<file path="src/common/cec_pkg.sv">
package cec_pkg;

    // ----------------------------------------------------------------
    // Register map
    // ----------------------------------------------------------------
    localparam int CEC_ADDR_W = 8;
    localparam int CEC_DATA_W = 32;
    localparam logic [7:0] CEC_CSR_OFFSET = 8'h08;
    localparam logic [7:0] CEC_CSR_RESET = 8'h00;

    localparam int CEC_BIT_POWER_OFF = 7;
    localparam int CEC_BIT_REF_SEL = 6;
    localparam int CEC_BIT_RESULT = 5;
    localparam int CEC_BIT_FLAG = 4;
    localparam int CEC_BIT_IRQ_EN = 3;
    localparam int CEC_BIT_CAP_EN = 2;
    localparam int CEC_BIT_MODE_HI = 1;
    localparam int CEC_BIT_MODE_LO = 0;

    // ----------------------------------------------------------------
    // Encodings
    // ----------------------------------------------------------------
    typedef enum logic [1:0] {
        CEC_MODE_TOGGLE = 2'h0,
        CEC_MODE_RESERVED = 2'h1,
        CEC_MODE_FALL = 2'h2,
        CEC_MODE_RISE = 2'h3
    } cec_mode_e;

    typedef enum logic [1:0] {
        CEC_BUS_IDLE = 2'h1,
        CEC_BUS_ANSWER = 2'h2
    } cec_bus_e;

    // ----------------------------------------------------------------
    // Carriers
    // ----------------------------------------------------------------
    typedef struct packed {
        logic [CEC_ADDR_W-1:0] address;
        logic read;
        logic write;
        logic [CEC_DATA_W-1:0] writedata;
        logic [3:0] byteenable;
    } cec_avs_req_s;

    typedef struct packed {
        logic [CEC_DATA_W-1:0] readdata;
        logic waitrequest;
    } cec_avs_rsp_s;

    typedef struct packed {
        cec_bus_e bus;
        logic waitrequest;
        logic [CEC_DATA_W-1:0] readdata;
        logic sync_a;
        logic sync_b;
        logic prev;
        logic power_off;
        logic ref_sel;
        logic flag;
        logic irq_en;
        logic cap_en;
        cec_mode_e mode;
        logic irq;
        logic cap_in;
        logic ref_internal;
    } cec_state_s;

endpackage

</file>
<file path="src/rtl/cec_top.sv">
// The Avalon-MM slave port was chosen for this implementation.
`timescale 1ns/10ps
// Notes on behaviour
// - Result is one when positive input exceeds negative input, else zero.
// - Bit 7 powers the comparator off; writable at any time.
// - Bit 6 with brown-out detector on selects internal reference as positive input.
// - Bit 5 is read-only and shows the comparator result; writes ignored.
// - Bit 4 event flag sets on a transition matching the selected mode.
// - Interrupt requested only while flag, irq enable and global enable are set.
// - Flag clears when the processor takes the comparator interrupt vector.
// - Writing one to bit 4 clears the flag; zero leaves it.
// - With bit 3 clear no interrupt is raised; flag may still set.
// - Bit 2 routes the result to timer capture front end; clear means none.
// - Mode 00 toggle, 01 reserved, 10 falling edge, 11 rising edge.
module cec_top
    import cec_pkg::*;
(
    input wire logic i_clock,
    input wire logic i_rst_n,
    input wire cec_avs_req_s i_avs,
    output cec_avs_rsp_s o_avs,
    input wire logic i_comparator_raw,
    input wire logic i_brownout_detector_enabled,
    input wire logic i_global_irq_enable,
    input wire logic i_vector_taken,
    output logic o_comparator_power_off,
    output logic o_reference_internal,
    output logic o_capture_input,
    output logic o_irq
);

    // ----------------------------------------------------------------
    // State
    // ----------------------------------------------------------------
    localparam cec_state_s STATE_RESET = '{
        bus: CEC_BUS_IDLE,
        waitrequest: 1'b1,
        readdata: '0,
        sync_a: 1'b0,
        sync_b: 1'b0,
        prev: 1'b0,
        power_off: CEC_CSR_RESET[CEC_BIT_POWER_OFF],
        ref_sel: CEC_CSR_RESET[CEC_BIT_REF_SEL],
        flag: CEC_CSR_RESET[CEC_BIT_FLAG],
        irq_en: CEC_CSR_RESET[CEC_BIT_IRQ_EN],
        cap_en: CEC_CSR_RESET[CEC_BIT_CAP_EN],
        mode: CEC_MODE_TOGGLE,
        irq: 1'b0,
        cap_in: 1'b0,
        ref_internal: 1'b0
    };

    cec_state_s st;
    cec_state_s next_st;
    logic rise;
    logic fall;
    logic event_hit;
    logic csr_hit;
    logic wr_fire;
    logic rd_fire;
    logic flag_clear;
    logic [7:0] csr_view;

    // ----------------------------------------------------------------
    // Next state
    // ----------------------------------------------------------------
    always_comb begin
        next_st = st;

        // Second flop is the only reader of the first
        next_st.sync_a = i_comparator_raw;
        next_st.sync_b = st.sync_a;
        next_st.prev = st.sync_b;

        rise = st.sync_b & ~st.prev;
        fall = ~st.sync_b & st.prev;
        case (st.mode)
            CEC_MODE_TOGGLE: begin
                event_hit = rise | fall;
            end
            CEC_MODE_FALL: begin
                event_hit = fall;
            end
            CEC_MODE_RISE: begin
                event_hit = rise;
            end
            default: begin
                event_hit = 1'b0;
            end
        endcase

        csr_view = 8'h00;
        csr_view[CEC_BIT_POWER_OFF] = st.power_off;
        csr_view[CEC_BIT_REF_SEL] = st.ref_sel;
        csr_view[CEC_BIT_RESULT] = st.sync_b;
        csr_view[CEC_BIT_FLAG] = st.flag;
        csr_view[CEC_BIT_IRQ_EN] = st.irq_en;
        csr_view[CEC_BIT_CAP_EN] = st.cap_en;
        csr_view[CEC_BIT_MODE_HI] = st.mode[1];
        csr_view[CEC_BIT_MODE_LO] = st.mode[0];

        // Two-cycle access: answer staged, then the write lands
        csr_hit = (i_avs.address == CEC_CSR_OFFSET);
        rd_fire = (st.bus == CEC_BUS_ANSWER) && i_avs.read;
        wr_fire = (st.bus == CEC_BUS_ANSWER) && i_avs.write && csr_hit && i_avs.byteenable[0];
        case (st.bus)
            CEC_BUS_IDLE: begin
                if (i_avs.read || i_avs.write) begin
                    next_st.bus = CEC_BUS_ANSWER;
                    next_st.waitrequest = 1'b0;
                    next_st.readdata = csr_hit ? {24'h000000, csr_view} : 32'h00000000;
                end
            end
            CEC_BUS_ANSWER: begin
                next_st.bus = CEC_BUS_IDLE;
                next_st.waitrequest = 1'b1;
            end
            default: begin
                next_st.bus = CEC_BUS_IDLE;
                next_st.waitrequest = 1'b1;
            end
        endcase

        if (wr_fire) begin
            next_st.power_off = i_avs.writedata[CEC_BIT_POWER_OFF];
            next_st.ref_sel = i_avs.writedata[CEC_BIT_REF_SEL];
            next_st.irq_en = i_avs.writedata[CEC_BIT_IRQ_EN];
            next_st.cap_en = i_avs.writedata[CEC_BIT_CAP_EN];
            next_st.mode = cec_mode_e'(i_avs.writedata[CEC_BIT_MODE_HI:CEC_BIT_MODE_LO]);
        end

        // A one written back by read-modify-write also clears it
        flag_clear = (wr_fire && i_avs.writedata[CEC_BIT_FLAG]) || i_vector_taken;
        // Set wins so an edge in the clearing cycle is kept
        next_st.flag = (st.flag & ~flag_clear) | event_hit;

        next_st.irq = next_st.flag & next_st.irq_en & i_global_irq_enable;
        next_st.cap_in = next_st.cap_en & st.sync_b;
        next_st.ref_internal = next_st.ref_sel & i_brownout_detector_enabled;
    end

    always_ff @(posedge i_clock or negedge i_rst_n) begin
        if (!i_rst_n) begin
            st <= STATE_RESET;
        end else begin
            st <= next_st;
        end
    end

    assign o_avs = '{readdata: st.readdata, waitrequest: st.waitrequest};
    assign o_comparator_power_off = st.power_off;
    assign o_reference_internal = st.ref_internal;
    assign o_capture_input = st.cap_in;
    assign o_irq = st.irq;
endmodule

</file>
<file path="config.mk">
export PLATFORM = sky130hd
export DESIGN_NAME = cec_top
export DESIGN_NICKNAME = d
export VERILOG_FILES = /design/src/common/cec_pkg.sv /design/src/rtl/cec_top.sv
export SDC_FILE = /design/constraint.sdc
export NUM_CORES = 1
export LEC_CHECK = 0
export ABC_CLOCK_PERIOD_IN_PS = 2510
export BUFFER_PORTS_ARGS = -buffer_cell sky130_fd_sc_hd__buf_2
export CAP_MARGIN = 10
export CELL_PAD_IN_SITES_DETAIL_PLACEMENT = 1
export CELL_PAD_IN_SITES_GLOBAL_PLACEMENT = 1
export CORE_AREA = 2 2 66 68
export DETAILED_ROUTE_END_ITERATION = 7
export DIE_AREA = 0 0 68 70
export GPL_TIMING_DRIVEN = 0
export MAX_ROUTING_LAYER = met4
export PLACE_DENSITY = 0.88
export SYNTH_ARGS = -nofsm -noshare
export SYNTH_HDL_FRONTEND = slang
export SYNTH_SLANG_ARGS = --single-unit
</file>
<file path="constraint.sdc">
create_clock -name i_clock -period 2.51 [get_ports i_clock]
set_input_delay 0.251 -clock i_clock [delete_from_list [all_inputs] [get_ports i_clock]]
set_output_delay 0.251 -clock i_clock [all_outputs]
set_load 0.02 [all_outputs]
</file>
### Yosys cells after proc, flatten, opt, wreduce, memory -nomap -nowiden

Cells that the tools add are included.

| word-level totals | value |
|---|---|
| flip-flop bits (word level) | 48 |
| bits in latches | 0 |
| memory bits (writable) | 0 |
| ROM bits | 0 |
| input port bits | 52 |
| output and inout bits | 37 |
| logic and storage cells | 47 |
| memories kept | 0 |

| cells by class | value |
|---|---|
| add/subtract/negate cells | 0 |
| multiply operators | 0 |
| divide/modulo/power cells | 0 |
| order comparisons | 0 |
| eq/ne operators | 6 |
| shift operators | 0 |
| multiplexer cells | 6 |
| bitwise gates (word level) | 12 |
| reduce and logical (&&, ||, !) cells | 8 |

Operator list:

| operator | number |
|---|---|
| $mux W35 | 1 |
| $eq A8 B4 Y1 const B | 1 |
| $mux W8 | 1 |
| $and A1 B1 Y1 | 7 |
| $eq A2 B2 Y1 const B | 3 |
| $logic_and A1 B1 Y1 | 4 |
| $mux W4 | 1 |
| $mux W3 | 1 |
| $not A1 Y1 | 3 |
| $pmux W1 S3 | 1 |
| $eq A2 B1 Y1 const B | 1 |
| $logic_not A2 Y1 | 1 |
| $logic_or A1 B1 Y1 | 2 |
| $ne A2 B2 Y1 const B | 1 |
| $or A1 B1 Y1 | 2 |
| $reduce_and A2 Y1 | 1 |
| $mux W1 | 1 |

### Longest topological paths before layout

Gate-level depths: netlist of the first run.

| logic depth | value |
|---|---|
| word-level depth | 11 |
| depth in mapped cells | 6 |
| gate-level depth less buffers | 6 |

### Worst setup path after synthesis of the first run

No wires, ideal clock.

| timing | value |
|---|---|
| kind | register to register |
| start point | register st, in the netlist csr_view[5] |
| end point | register st, in the netlist o_irq |
| library setup time | 0.094 ns |
| arrival time | 1.350 ns |
| data required time | 2.416 ns |
| slack | 1.066 ns |
| stages on the path, launching flop included | 6 |
| buffers on the path | 0 |
| period minus slack after synthesis | 1.444 ns |
| cell sequence | dfrtp_1 -> ha_1 -> or3_1 -> o211ai_1 -> nand2_1 -> a211oi_1 |

RTL lines:

| what | line | RTL |
|---|---|---|
| start, declared | cec_top.sv:53 | `cec_state_s st;` |
| start signal, assigned | cec_top.sv:146 | `st <= next_st;` |

==> results of run 1 <==
## state kept, by name (all words and copies together), names as in the netlist
signal / flops
csr_view: 7
o_irq: 1
o_comparator_power_off: 1
next_st: 1
o_avs: 8
o_reference_internal: 1
st: 3
o_capture_input: 1
## report_power, final
part / internal (uW) / leakage [uW] / switching, uW / total [uW]
logic: 73.9 / 0.000588 / 106 / 180
registers: 398 / 0.000306 / 13.0 / 411
clock network: 111 / 0.0000255 / 123 / 234
total: 582 / 0.000919 / 242 / 824
## how the worst max path moves through the flow
stage,start,to,slack (ns)
global placement,i_avs[45],o_avs[7],0.92
floorplan,csr_view[5],o_irq,1.07
global route,csr_view[5],o_irq,0.82
CTS,csr_view[5],o_irq,0.87
finish,csr_view[5],o_irq,0.89
detailed placement,i_avs[45],o_avs[7],0.85
## cell families after synthesis
family / count (synthesis)
multiplexers: 7
AND/OR/NAND/NOR: 12
adder cells (fa/ha/maj): 2
flip-flops: 23
other: 1
AO/OA/AOI/OAI: 14
buffers and inverters: 41
## synthesized netlist by cell type, types with 2 or more instances
cell type	instances
a22o_1	8
and2_4	2
buf_4	33
dfrtp_1	22
ha_1	2
inv_1	7
mux2_2	4
mux2_4	2
nand2_1	2
nor2_1	2
o211ai_1	2
o221ai_1	2
## what timing repair did
action                                 CTS  global route
hold buffers                             1             0
buffers inserted                         0             0
endpoints found under the hold margin   22             0
setup endpoints to repair                0             0
## final cells by class
type	instances	area [um2]
fill	492	2550
sequential	23	577
multi-input combinational	59	433
buffer	34	251
timing repair buffer	37	190
tap	52	65.1
clock buffer	3	41.3
inverter	7	26.3
clock inverter	1	5.00
## critical path: cells and delay by family (launching register included)
family                   cells  cell delay (ns)
adder cells (fa/ha/maj)      1             0.29
flip-flops                   1             0.45
AND/OR/NAND/NOR              2             0.44
AO/OA/AOI/OAI                2             0.35
## per-layer routing
layer  part of all wire [%]  up-vias  wire [um]  global-route usage [%]
met3                    7.9        2        190                    2.25
met1                     39      395        927                    13.5
met5                      0        -          0                       -
met2                     53       34       1260                    18.2
li1                       -      407          -                       -
met4                   0.46        0         11                    2.67
## metrics by stage
step	worst slack, ns	util (%)
after detailed placement	0.854	37.0
final	0.893	38.3
after floorplan	1.07	-
after global routing	0.816	38.3
after CTS	0.873	38.3
after global placement	0.925	37.0
==> results.sh, run 1 <==
export IMPL_pin_count=89
export IMPL_syn_area_per_cell_um2=12.0
export IMPL_final_cell_mix="buf_2 (36), buf_4 (33), conb_1 (24)"
export IMPL_fin_tns_setup_ns=0
export IMPL_antenna_cells=0
export IMPL_cp_max_fo=5
export IMPL_htree_levels=1
export IMPL_synth_ff_latch_count=23
export IMPL_path_clk_slew_ns=0.09
export IMPL_grt_pass1_vias=830
export IMPL_yosys_mux_area_fraction_pct=7.08
export IMPL_grt_ovfl_total=0
export IMPL_max_cap_violations=0
export IMPL_cp_slowest_stage_delay_ns=0.45
export IMPL_ys_top_cells_by_area="dfrtp_1 (46%), buf_4 (21%), a22o_1 (5.8%)"
export IMPL_irDropWorstVdd_uv=177
export IMPL_gp_congestion=0.673
export IMPL_clkSinkCount=23
export IMPL_synth_xor_area_share_pct=0
export IMPL_antenna_found_initial=0
export IMPL_crit_path_top_delay_cell="dfrtp_1"
export IMPL_ff2ff_path_depth=5
export IMPL_fmaxAchievable_ghz=0.618
export IMPL_start_util_pct=29.0
export IMPL_antenna_left=0
export IMPL_slew_limit_headroom_pct=62.0
export IMPL_final_cell_count_no_fill=216
export IMPL_clock_latency_ns=0.26
export IMPL_place_area_um2=1530
export IMPL_vias_per_cell=3.88
export IMPL_r2r_setup_slack_ns=0.89
export IMPL_avgRoutedWirePerCell_um=11.1
export IMPL_p_leak_uw=0.000919
export IMPL_cts_root_buf="clkbuf_8"
export IMPL_arrival_ns=1.80
export IMPL_dp_hpwl_um=1920
export IMPL_synth_edff_count=0
export IMPL_drc=0
export IMPL_crit_type="reg2reg"
export IMPL_rsz0062_at_grt="no"
export IMPL_die_y_um=70
export IMPL_num_vias=838
export IMPL_synth_top_family_by_area="buffers and inverters"
export IMPL_async_reset_ff_share_pct=100
export IMPL_finalCriticalPeriod_ns=1.62
export IMPL_synth_seq_area_share_pct=48.0
export IMPL_core_um2=4140
export IMPL_syn_area_um2=1200
export IMPL_drt_initial_drc_count=23
export IMPL_die_w_um=68
export IMPL_run_status="complete, no violations"
export IMPL_synth_main_ff_cell="dfrtp_1"
export IMPL_grt_use_total_pct=11.0
export IMPL_synth_fa_ha_area_share_pct=2.08
export IMPL_yosys_warnings=0
export IMPL_r2r_start="csr_view[5]"
export IMPL_worstSetupEndpointType="register"
export IMPL_fin_area_um2=1590
export IMPL_r2r_end="o_irq"
export IMPL_finalMaxSlewViolations=0
export IMPL_synth_top_area_share_pct=45.8
export IMPL_finClkSkew_ns=0.00743
export IMPL_synth_simple_gate_area_share_pct=9.79
export IMPL_final_common_cell="buf_2"
export IMPL_finish_net_count=219
export IMPL_cellPowerDensity_nw_per_um2=519
export IMPL_whs_ns=0.0907
export IMPL_holdPathEnd="next_st[11]"
export IMPL_hold_violations=0
export IMPL_crit_chain="ha_1, or3_1, o211ai_1, nand2_1, a211oi_1"
export IMPL_dieArea_um2=4760
export IMPL_power_total_uw=824
export IMPL_worstPathRequired_ns=2.69
export IMPL_worstMarginPinSlew_ns=0.568
export IMPL_min_from="i_comparator_raw"
export IMPL_cp_start_kind="register"
export IMPL_yosysTopAreaCell="dfrtp_1"
export IMPL_cts_tree="built"
export IMPL_netlist_instances=100
export IMPL_hold_class="in2reg"
export IMPL_rows=24
export IMPL_area_growth_pct=32.3
export IMPL_dpl_cell_count=211
export IMPL_cts_buffers_inserted=3
export IMPL_post_cts_resized=0
export IMPL_drt_wl_total_um=2390
export IMPL_drive_gt1_share_pct=51.8
export IMPL_grt_max_degree=24
export IMPL_hold_depth=1
export IMPL_grt_pass1_wl_um=3880
export IMPL_cts_buffer_depth=2
export IMPL_io_buffers=36
export IMPL_synth_distinct_cells=24
export IMPL_setup_viol=0
export IMPL_synth_compound_area_share_pct=9.58
export IMPL_dr_pass1_iters=4
export IMPL_layout_worst_path_cycle_share_pct=64.4
Power figures use the tool's default switching activity.
==> inputs of run 2 (changes only) <==
ABC_CLOCK_PERIOD_IN_PS = 1550   (was 2510)
CORE_AREA = 2 2 69 71   (was 2 2 66 68)
DIE_AREA = 0 0 71 73   (was 0 0 68 70)
PLACE_DENSITY = 0.82   (was 0.88)
clock period = 1.55 ns   (was 2.51 ns; I/O delays follow)
==> results.sh, run 2 (synthesized netlist as in run 1, its figures left out) <==
export IMPL_final_cell_mix="buf_4 (39), buf_2 (36), conb_1 (24)"
export IMPL_dr_pass1_iters=3
export IMPL_worstPathRequired_ns=1.71
export IMPL_worstSetupEndpointType="register"
export IMPL_layout_worst_path_cycle_share_pct=97.2
export IMPL_grt_ovfl_total=0
export IMPL_cp_start_kind="register"
export IMPL_dieArea_um2=5180
export IMPL_r2r_setup_slack_ns=0.04
export IMPL_grt_pass1_wl_um=3920
export IMPL_dp_hpwl_um=1920
export IMPL_rows=25
export IMPL_clkSinkCount=23
export IMPL_p_leak_uw=0.000951
export IMPL_die_y_um=73
export IMPL_start_util_pct=26.5
export IMPL_drt_wl_total_um=2480
export IMPL_dpl_cell_count=213
export IMPL_finish_net_count=226
export IMPL_dp_slack_ns=-0.0372
export IMPL_gp_congestion=0.718
export IMPL_max_cap_violations=0
export IMPL_antenna_cells=0
export IMPL_cts_root_buf="clkbuf_8"
export IMPL_grt_pass1_vias=850
export IMPL_drt_initial_drc_count=25
export IMPL_pin_count=89
export IMPL_avgRoutedWirePerCell_um=11.0
export IMPL_vias_per_cell=3.94
export IMPL_final_cell_count_no_fill=225
export IMPL_final_common_cell="buf_4"
export IMPL_hold_violations=0
export IMPL_antenna_found_initial=0
export IMPL_clock_latency_ns=0.26
export IMPL_area_growth_pct=38.9
export IMPL_fmaxAchievable_ghz=0.664
export IMPL_finalCriticalPeriod_ns=1.51
export IMPL_arrival_ns=1.66
export IMPL_cts_tree="built"
export IMPL_cellPowerDensity_nw_per_um2=802
export IMPL_hold_class="in2reg"
export IMPL_drive_gt1_share_pct=55.6
export IMPL_core_um2=4540
export IMPL_finClkSkew_ns=0.00148
export IMPL_worstMarginPinSlew_ns=0.512
export IMPL_antenna_left=0
export IMPL_setup_viol=0
export IMPL_htree_levels=1
export IMPL_num_vias=887
export IMPL_cts_buffers_inserted=3
export IMPL_ff2ff_path_depth=4
export IMPL_run_status="complete, no violations"
export IMPL_slew_limit_headroom_pct=65.9
export IMPL_largest_reg_flops=8
export IMPL_timing_final_ws_setup_ns=0.0431
export IMPL_grt_max_degree=24
export IMPL_crit_type="reg2reg"
export IMPL_cp_max_fo=9
export IMPL_place_area_um2=1540
export IMPL_finalMaxSlewViolations=0
export IMPL_fin_area_um2=1670
export IMPL_grt_use_total_pct=10.2
export IMPL_hold_depth=3
export IMPL_io_buffers=36
export IMPL_drc=0
export IMPL_die_w_um=71
export IMPL_cts_buffer_depth=2
export IMPL_path_clk_slew_ns=0.08
export IMPL_irDropWorstVdd_uv=282
[run 2: routing by layer]
| layer | wire (um) | vias to the layer above | part of all wire [%] | global-route usage [%] |
|---|---|---|---|---|
| met3 | 221 | 5 | 8.9 | 2.21 |
| li1 | - | 422 | - | - |
| met2 | 1230 | 43 | 50 | 16.9 |
| met1 | 978 | 417 | 39 | 11.2 |
| met4 | 49 | 0 | 2.0 | 6.29 |
| met5 | 0 | - | 0 | - |
[run 2: worst paths after layout]
kind / from / to
setup / recovery: st[46] / o_capture_input
hold / removal: i_global_irq_enable / o_irq
setup reg to reg: st[46] / o_capture_input
hold reg to reg: next_st[11] / csr_view[5]
max in group asynchronous: i_rst_n / st[46]
min in group asynchronous: i_rst_n / o_capture_input
[run 2: final cells by class]
cell class | instances | area [um2]
Buffer | 34 | 251
Fill cell | 542 | 2870
Tap cell | 54 | 67.6
Multi-Input combinational cell | 59 | 455
Inverter | 7 | 26.3
Sequential cell | 23 | 577
Clock buffer | 4 | 45.0
Timing Repair Buffer | 44 | 245
[run 2: power breakdown]
group	internal [uW]	switching [uW]
logic	129	182
registers	645	23.3
clock network	183	176
total	957	381
[run 2: critical path, stage by stage (launching register included)]
cell and delay [ns]:
dfstp_2 0.55, and4b_1 0.22, nand3_4 0.16, mux2_4 0.33, and2_4 0.15
[run 2: stage by stage]
stage	total power (uW)	TNS (ns)	util, %	hold slack [ns]
5_1_grt	1420	-0.0365	36.8	0.103
6_report	1340	0	36.8	0.106
3_5_place_dp	968	-0.0372	33.8	0.158
4_1_cts	1340	0	35.6	0.105
3_3_place_gp	960	-0.000656	33.8	0.149
2_1_floorplan	881	0	-	-0.141
[run 2: timing repair]
item                       4_1_cts  5_1_grt
setup endpoints to repair        1       11
pin swaps                        0        5
hold endpoints to repair        23        0
cloned                           0        0
setup buffers                    1        5
resized for setup                1        4
hold buffers                     2        0
